===== src/include/pcei_regs.vh =====
// register map, field positions, reset values and rule overview for the pin change block
//
// Overview of operation
// - each pin has own rise and fall detector
// - rise detection only when rise enable set
// - fall detection only when fall enable set
// - both enables set detect both edges
// - enabled edge sets sticky pin flag
// - interrupt when any flag and master enable
// - summary flag is OR of flags, read-only
// - writing zero clears a pin flag
// - edge during flag write keeps flag set
// - master enable lets edges wake core
// - flags updated before wake reaches core
// - rise enable bits 5..0, reset zero
// - fall enable bits 5..0, reset zero
// - flag bits 5..0, reset zero, hardware set
// - detection continues with master enable off
`ifndef PCEI_REGS_VH
`define PCEI_REGS_VH

`define PCEI_NPINS          6
`define PCEI_ADDR_W         12
`define PCEI_OFF_RISE_EN    12'h000
`define PCEI_OFF_FALL_EN    12'h004
`define PCEI_OFF_FLAGS      12'h008
`define PCEI_OFF_CONTROL    12'h00c
`define PCEI_PIN_MSB        5
`define PCEI_CTL_ENABLE_BIT 0
`define PCEI_CTL_SUMMARY_BIT 1
`define PCEI_RST_PINS       6'h00
`define PCEI_RST_ENABLE     1'h0

`endif


===== src/hdl/pcei_sync.v =====
// two-stage pin synchroniser with previous-sample edge detection
`timescale 1ns/1ps
module pcei_sync
(
    // clock and reset
    input  wire       pclk,
    input  wire       presetn,
    // raw pins
    input  wire [5:0] pin_levels,
    // edge pulses, one cycle
    output reg  [5:0] rise_q,
    output reg  [5:0] fall_q
);
    reg  [5:0] meta_q;
    reg  [5:0] sync_q;
    reg  [5:0] prev_q;
    reg  [2:0] primed_q;

    // meta stage feeds only sync stage; edges come from sync vs prev
    always @(posedge pclk or negedge presetn)
    begin
        if (!presetn)
        begin
            meta_q   <= 6'h00;
            sync_q   <= 6'h00;
            prev_q   <= 6'h00;
            primed_q <= 3'h0;
            rise_q   <= 6'h00;
            fall_q   <= 6'h00;
        end
        else
        begin
            meta_q   <= pin_levels;
            sync_q   <= meta_q;
            prev_q   <= sync_q;
            // prev holds a real level only from the third edge on, so a pin
            // already high at reset is never taken for a rise
            primed_q <= {primed_q[1:0], 1'b1};
            rise_q   <= primed_q[2] ? (sync_q & ~prev_q) : 6'h00;
            fall_q   <= primed_q[2] ? (~sync_q & prev_q) : 6'h00;
        end
    end
endmodule


===== src/hdl/pcei_top.v =====
// pin change edge interrupt block with apb register slave
//
// Implementation choices: the APB register port and the register addresses.
`timescale 1ns/1ps
`include "pcei_regs.vh"
module pcei_top
(
    // clock and reset
    input  wire        pclk,
    input  wire        presetn,
    // apb slave
    input  wire        psel,
    input  wire        penable,
    input  wire        pwrite,
    input  wire [11:0] paddr,
    input  wire [31:0] pwdata,
    output reg  [31:0] prdata_q,
    output reg         pready_q,
    output reg         pslverr_q,
    // port pins and core power state
    input  wire [5:0]  port_pin_n,
    input  wire        core_sleeping,
    // requests to the core
    output reg         change_int_req_q,
    output reg         wake_req_q
);
    reg  [5:0] rising_edge_enable_q;
    reg  [5:0] falling_edge_enable_q;
    reg  [5:0] edge_detect_flags_q;
    reg  [5:0] edge_detect_flags_d;
    reg        change_int_enable_q;
    wire [5:0] rise_ev;
    wire [5:0] fall_ev;
    wire [5:0] hit;
    wire       change_int_summary;
    wire       access;
    wire       wr_commit;
    wire       sel_rise;
    wire       sel_fall;
    wire       sel_flags;
    wire       sel_ctl;

    function hit_addr;
        input [11:0] a;
        input [11:0] off;
        begin
            hit_addr = (a == off);
        end
    endfunction

    // per-pin detectors
    pcei_sync u_sync
    (
        .pclk    (pclk),
        .presetn (presetn),
        .pin_levels (port_pin_n),
        .rise_q  (rise_ev),
        .fall_q  (fall_ev)
    );

    // each direction gated by its own enable, both may be on
    assign hit = (rise_ev & rising_edge_enable_q) | (fall_ev & falling_edge_enable_q);
    assign change_int_summary = |edge_detect_flags_q;

    // decode; write lands at the edge where pready is seen high
    assign access    = psel & penable;
    assign wr_commit = access & pready_q & pwrite;
    assign sel_rise  = hit_addr(paddr, `PCEI_OFF_RISE_EN);
    assign sel_fall  = hit_addr(paddr, `PCEI_OFF_FALL_EN);
    assign sel_flags = hit_addr(paddr, `PCEI_OFF_FLAGS);
    assign sel_ctl   = hit_addr(paddr, `PCEI_OFF_CONTROL);

    // flag next value: write loads pwdata, hardware set is ORed last
    always @*
    begin
        edge_detect_flags_d = edge_detect_flags_q;
        if (wr_commit && sel_flags)
            edge_detect_flags_d = pwdata[`PCEI_PIN_MSB:0];
        edge_detect_flags_d = edge_detect_flags_d | hit;
    end

    // register file
    always @(posedge pclk or negedge presetn)
    begin
        if (!presetn)
        begin
            rising_edge_enable_q  <= `PCEI_RST_PINS;
            falling_edge_enable_q <= `PCEI_RST_PINS;
            edge_detect_flags_q   <= `PCEI_RST_PINS;
            change_int_enable_q   <= `PCEI_RST_ENABLE;
        end
        else
        begin
            if (wr_commit && sel_rise)
                rising_edge_enable_q <= pwdata[`PCEI_PIN_MSB:0];
            if (wr_commit && sel_fall)
                falling_edge_enable_q <= pwdata[`PCEI_PIN_MSB:0];
            if (wr_commit && sel_ctl)
                change_int_enable_q <= pwdata[`PCEI_CTL_ENABLE_BIT];
            edge_detect_flags_q <= edge_detect_flags_d;
        end
    end

    // apb answer: one wait state, data and error ready with pready
    always @(posedge pclk or negedge presetn)
    begin
        if (!presetn)
        begin
            prdata_q  <= 32'h00000000;
            pready_q  <= 1'b0;
            pslverr_q <= 1'b0;
        end
        else
        begin
            pready_q  <= access & ~pready_q;
            pslverr_q <= access & ~pready_q & ~(sel_rise | sel_fall | sel_flags | sel_ctl);
            prdata_q  <= 32'h00000000;
            if (access && !pready_q && !pwrite)
            begin
                // unused upper bits read as zero
                if (sel_rise)
                    prdata_q <= {26'h0000000, rising_edge_enable_q};
                else if (sel_fall)
                    prdata_q <= {26'h0000000, falling_edge_enable_q};
                else if (sel_flags)
                    prdata_q <= {26'h0000000, edge_detect_flags_q};
                else if (sel_ctl)
                    prdata_q <= {30'h00000000, change_int_summary, change_int_enable_q};
            end
        end
    end

    // requests follow the stored flags, so flags lead wake by a cycle
    always @(posedge pclk or negedge presetn)
    begin
        if (!presetn)
        begin
            change_int_req_q <= 1'b0;
            wake_req_q       <= 1'b0;
        end
        else
        begin
            change_int_req_q <= change_int_summary & change_int_enable_q;
            wake_req_q <= core_sleeping & change_int_summary & change_int_enable_q;
        end
    end
endmodule


===== config.mk =====
export PLATFORM = sky130hd
export DESIGN_NAME = pcei_top
export DESIGN_NICKNAME = d
export VERILOG_FILES = /design/src/hdl/pcei_sync.v /design/src/hdl/pcei_top.v
export VERILOG_INCLUDE_DIRS = /design/src /design/src/include
export SDC_FILE = /design/constraint.sdc
export NUM_CORES = 1
export LEC_CHECK = 0
export ABC_AREA = 1
export BUFFER_PORTS_ARGS = -buffer_cell sky130_fd_sc_hd__buf_2
export CAP_MARGIN = 20
export CORE_MARGIN = 2
export CORE_UTILIZATION = 45
export CTS_CLUSTER_DIAMETER = 40
export CTS_CLUSTER_SIZE = 8
export DETAILED_ROUTE_END_ITERATION = 12
export PLACE_DENSITY_LB_ADDON = 0.15
export SYNTH_ARGS = -nofsm -noshare
export SYNTH_HDL_FRONTEND = slang
export SYNTH_HIERARCHICAL = 1
export SYNTH_SLANG_ARGS = --single-unit

===== constraint.sdc =====
create_clock -name pclk -period 1.5 [get_ports pclk]
set_input_delay 0.075 -clock pclk [delete_from_list [all_inputs] [get_ports pclk]]
set_output_delay 0.075 -clock pclk [all_outputs]
set_load 0.02 [all_outputs]

Word level (Yosys, flattened, before mapping)
Cells that the tools add are included.
- word-level logic and storage cells: 57
- input bits: 56
- output and inout bits: 36
- flip-flop bits (word level): 88
- reductions and logical operators: 10
- muxes and demuxes: 8
- bitwise operators: 21
- equality and inequality tests: 3
- operators by type and width (kind ; number):
    $mux 32 ; 2
    $mux 6 ; 5
    $and 6x6->6 ; 4
    $eq 12x4->1 const B ; 2
    $eq 12x3->1 const B ; 1
    $logic_not 12->1 ; 1
    $not 6->6 ; 2
    $or 6x6->6 ; 2
    $and 1x1->1 ; 8
    $logic_and 1x1->1 ; 6
    $reduce_or 6->1 ; 1
    $or 1x1->1 ; 3
    $logic_not 1->1 ; 2
    $mux 2 ; 1
    $not 1->1 ; 2

Longest topological paths before layout
- depth after elaboration: 6
- gate-level depth with buffers: 9
- depth with buffers taken out: 8

Modules after synthesis
Netlist, hierarchy kept.
- modules (own cells, without submodules) (module ; instances ; sequential area each (µm²) ; area each (µm²) ; cells each):
    pcei_top ; 1 ; 725.7 ; 1721.7 ; 210
    pcei_sync ; 1 ; 825.8 ; 930.9 ; 59

Worst setup path after synthesis
No wires, ideal clock.
- path type: reg-to-reg
- start: reg pready_q
- end: reg rising_edge_enable_q[2]
- clock period less this slack: 1.394 ns
- slack: 0.106 ns
- stages on the path, launching flop included: 8
- buffers on the path: 1
- data required time: 1.381 ns
- library setup time: 0.119 ns
- data arrival time: 1.275 ns
- cell sequence: dfrtp_1 nand2_1 nor2_1 inv_1 nor2_2 buf_4 nand2_1 o21a_1
- word-level cells in the longest chain between the ends: 3
- RTL lines (item ; line ; RTL):
    from (decl) ; pcei_top.v:18 ; output reg pready_q,
    from (signal assigned) ; pcei_top.v:115 ; pready_q <= access & ~pready_q;
    $and 1x1->1 (2 in a row) ; pcei_top.v:67 ; assign wr_commit = access & pready_q & pwrite;
    $logic_and 1x1->1 ; pcei_top.v:94 ; if (wr_commit && sel_rise)
    to (signal assigned) ; pcei_top.v:87 ; rising_edge_enable_q <= `PCEI_RST_PINS;
    to (signal assigned) ; pcei_top.v:95 ; rising_edge_enable_q <= pwdata[`PCEI_PIN_MSB:0];
    to (decl) ; pcei_top.v:27 ; reg [5:0] rising_edge_enable_q;
No other way between the ends.
A chain may end at the register's enable or synchronous reset.

Worst setup path after layout
- start: reg pready_q
- end: reg rising_edge_enable_q[3]
The elaborated chain is that of the path after synthesis.

==> summary.md <==
| Metric | Value |
|---|---|
| Status | finished, final reports clean |
| Place WS | 77.2 ps |
| Drt total wl | 4500 µm |
| Cell Area, Placed | 0.00288 mm² |
| Port Buffer Count | 39 |
| Chip width | 80.8 µm |
| Critical path launch point type | flip-flop |
| Simple-gate area share of the yosys netlist | 0.195 |
| Synth unique cells | 24 |
| Synth Instances | 269 |
| DR vias | 1,829 |
| Global placer's final weighted congestion | 0.793 |
| Setup TNS | 0 ps |
| Sequential power share | 0.506 |
| # rows | 27 |
| Fin. max-slew vios | 0 |
| Detailed Routing Iterations Pass 1 | 4 |
| Kind of critical path | reg -> reg |
| Main combinational cell family by area after synthesis | simple AND/OR/NAND/NOR gates |
| Bufs on Longest Clock Path | 2 |
| LEAKAGE | 0.00164 µW |
| Power Dens Cells | 1080 mW/mm² |
| Tmin final | 1310 ps |
| Logic pwr share | 0.064 |
| Reg clk slew, reported paths | 60 ps |
| Net Switching | 801 µW |
| Area of the multi-input gates | 856 µm² |
| MaxCap Viol Count | 0 |
| Initial core utilization | 0.473 |
| DR vias/cell | 4.50 |
| Post-Synth XOR/XNOR Area | 0 |
| Worst setup margin | 189 ps |
| Mux contribution to synthesized area | 0 |
| H-tree level count | 3 |
| DR WL/cell | 11.1 µm |
| Register area | 0.00155 mm² |
| Post-DRT Antenna Nets | 0 |
| Int Pwr | 2630 µW |
| Main synth FF type | dfrtp_1 |
| Total power draw | 3440 µW |
| CP required | 1720 ps |
| Iteration-0 DRC Markers | 83 |
| Number of clock sinks | 62 |
| Max Clock Skew | 11.2 ps |
| Initial antenna violation count | 0 |
| GR Util All Layers | 0.154 |
| Final core utilization | 0.565 |
| Sw frac | 0.233 |
| Compound-Gate Fraction of Synth Area | 0.0887 |
| Detailed-route DRC error count | 0 |
| Setup crit end kind | flip-flop |
| Critical Path Fanout Max | 6 |
| Antenna cells | 0 |
| CTS Buf Count | 9 |
| Post-synth ARST share | 1.00 |
| Clock root cell | clkbuf_8 |
| Register area share after synthesis | 0.585 |
| Max Clk Rate | 763 MHz |
| Die area | 0.00652 mm² |
| Post-Syn Area | 0.00265 mm² |
| CORE AREA | 0.00561 mm² |
| Hold path start | pwdata[5] |
| Gr ovfl total | 0 |
| Vias in the first global route | 1,664 |
| Yosys reg bits | 62 |
| Largest net degree at the start of global routing | 63 |
| Fillers | 532 |
| Critical path arrival | 1530 ps |
| First-pass GRT wire length | 7310 µm |
| Synth Area in Adders | 0 |
| Detail Placement HPWL | 3070 µm |
| Clk_lat worst skew | 330 ps |
| Layout cell share with drive strength beyond 1 | 0.251 |
| Post-CTS setup buffer count | 0 |
| Vert. Die Dim | 80.8 µm |
| Clock power frac | 0.430 |
| TritonCTS clock tree | yes |
| Peak VDD IR | 0.790 mV |
| Finished Cell Area | 0.00317 mm² |
| Post-synth EDFFs | 0 |
| Hold/Removal Path Class | in -> reg |
| Critical Path Source | pready_q$_DFF_PN0_ |
| Synth-to-Final Area Change | 19.4% |
| RSZ-0062 raised after global routing | false |
| Period Utilization, post-route | 0.874 |
| I/O pins | 92 |
| Warning count from the yosys run | 6 |
| Syn avg cell area | 9.86 µm² |
| Setup violators final | 0 |
| Nets | 385 |
| Fin. Hold Viols | 0 |
| Worst reg2reg path startpoint | pready_q$_DFF_PN0_ |
layout make-up:
| cell class | instances | share of cell area |
|---|---|---|
| Sequential cell | 62 | 0.490 |
| Multi-Input combinational cell | 173 | 0.270 |
| Timing Repair Buffer | 56 | 0.116 |
| Clock buffer | 12 | 0.0490 |
| Inverter | 27 | 0.0320 |
| Tap cell | 72 | 0.0284 |
| Clock inverter | 4 | 0.0142 |
critical path, cell delays in order (launching register included):
cell and delay, ps:
dfrtp_1 380, nand2_1 80, nor2_2 210, inv_1 80, nor2_2 130, buf_4 160, nand2_1 60, o21a_1 100
metrics by stage:
step,std cells,hold slack [ps]
after floorplan,294,-221
after global placement,382,107
after detailed placement,382,112
after CTS,406,3.60
after global routing,406,26.1
final,406,26.7
layer usage:
metal  global-route usage  up-vias  part of all wire
met5                    0        -                 0
met4               0.0915        0             0.012
met3               0.0533        4             0.059
met2                0.241       52              0.48
met1                0.184      852              0.45
li1                     -      921                 -
cell usage in the layout (no fill, tap or decap), drive strengths merged:
| cell | count |
|---|---|
| nand3 | 20 |
| nand4 | 2 |
| o21ai | 19 |
| a21oi | 1 |
| nand2 | 54 |
| clkinv | 3 |
| dlygate4sd3 | 8 |
| bufinv | 1 |
| buf | 48 |
| a22oi | 6 |
| nor2 | 31 |
| inv | 27 |
| nand3b | 1 |
| o21a | 6 |
| dfrtp | 62 |
| conb | 27 |
| clkbuf | 12 |
| nor3 | 6 |
path summary, 6_finish.rpt:
path                                                        end  slack [ps]  cells after the start
max in group asynchronous                    pready_q$_DFF_PN0_         960                      3
min in group asynchronous            u_sync/meta_q[0]$_DFF_PN0_         280                      3
hold / removal             falling_edge_enable_q[5]$_DFFE_PN0P_          30                      3
setup reg to reg            rising_edge_enable_q[3]$_DFFE_PN0P_         190                      7
hold reg to reg                      u_sync/sync_q[0]$_DFF_PN0_         350                      0
setup / recovery            rising_edge_enable_q[3]$_DFFE_PN0P_         190                      7
registers in the layout, indices dropped and copies added, names as in the netlist, 3 cells and up:
| register | flops |
|---|---|
| edge_detect_flags_q | 6 |
| falling_edge_enable_q | 6 |
| prdata_q | 6 |
| rising_edge_enable_q | 6 |
| u_sync/fall_q | 6 |
| u_sync/meta_q | 6 |
| u_sync/prev_q | 6 |
| u_sync/rise_q | 6 |
| u_sync/sync_q | 6 |
| u_sync/primed_q | 3 |
power by group through the flow:
stage	logic [µW]	registers (µW)	clock network, µW
final	219	1740	1480
after global routing	247	1740	1600
after CTS	222	1740	1510
after detailed placement	206	1770	0
after global placement	203	1770	0
after floorplan	162	1770	0
kinds of logic (layout without fill, tap and decap cells):
kind of cell	Yosys count	count (layout)
compound gates	32	32
buf+inv	59	99
flops	62	62
other cells	2	27
simple gates	114	114
repair_timing:
| action | 4_1_cts | 5_1_grt |
|---|---|---|
| hold buffers | 8 | 0 |
| endpoints found under the setup margin | 0 | 6 |
| hold endpoints to repair | 69 | 0 |
| gates resized for setup | 0 | 1 |
synthesized netlist by cell type, types with 2 or more instances:
cell type  count  share of area
dfrtp_1       62           0.58
o21ai_1        7          0.013
nand3_2        2         0.0075
nand2_1       52          0.074
inv_1         25          0.035
nor3_4         2          0.012
o21a_1         6          0.017
a22oi_2        6          0.028
inv_2          2         0.0028
buf_6          2         0.0085
o21ai_0        8          0.015
conb_1         2         0.0028
nand2_2        2         0.0047
nor3_1         4         0.0075
o21ai_2        4          0.013
buf_2          3         0.0057
nand4_1        2         0.0047
nor2_1        29          0.041
nand3_1       18          0.034
buf_4         27          0.076
(Power assumes the default switching activity.)
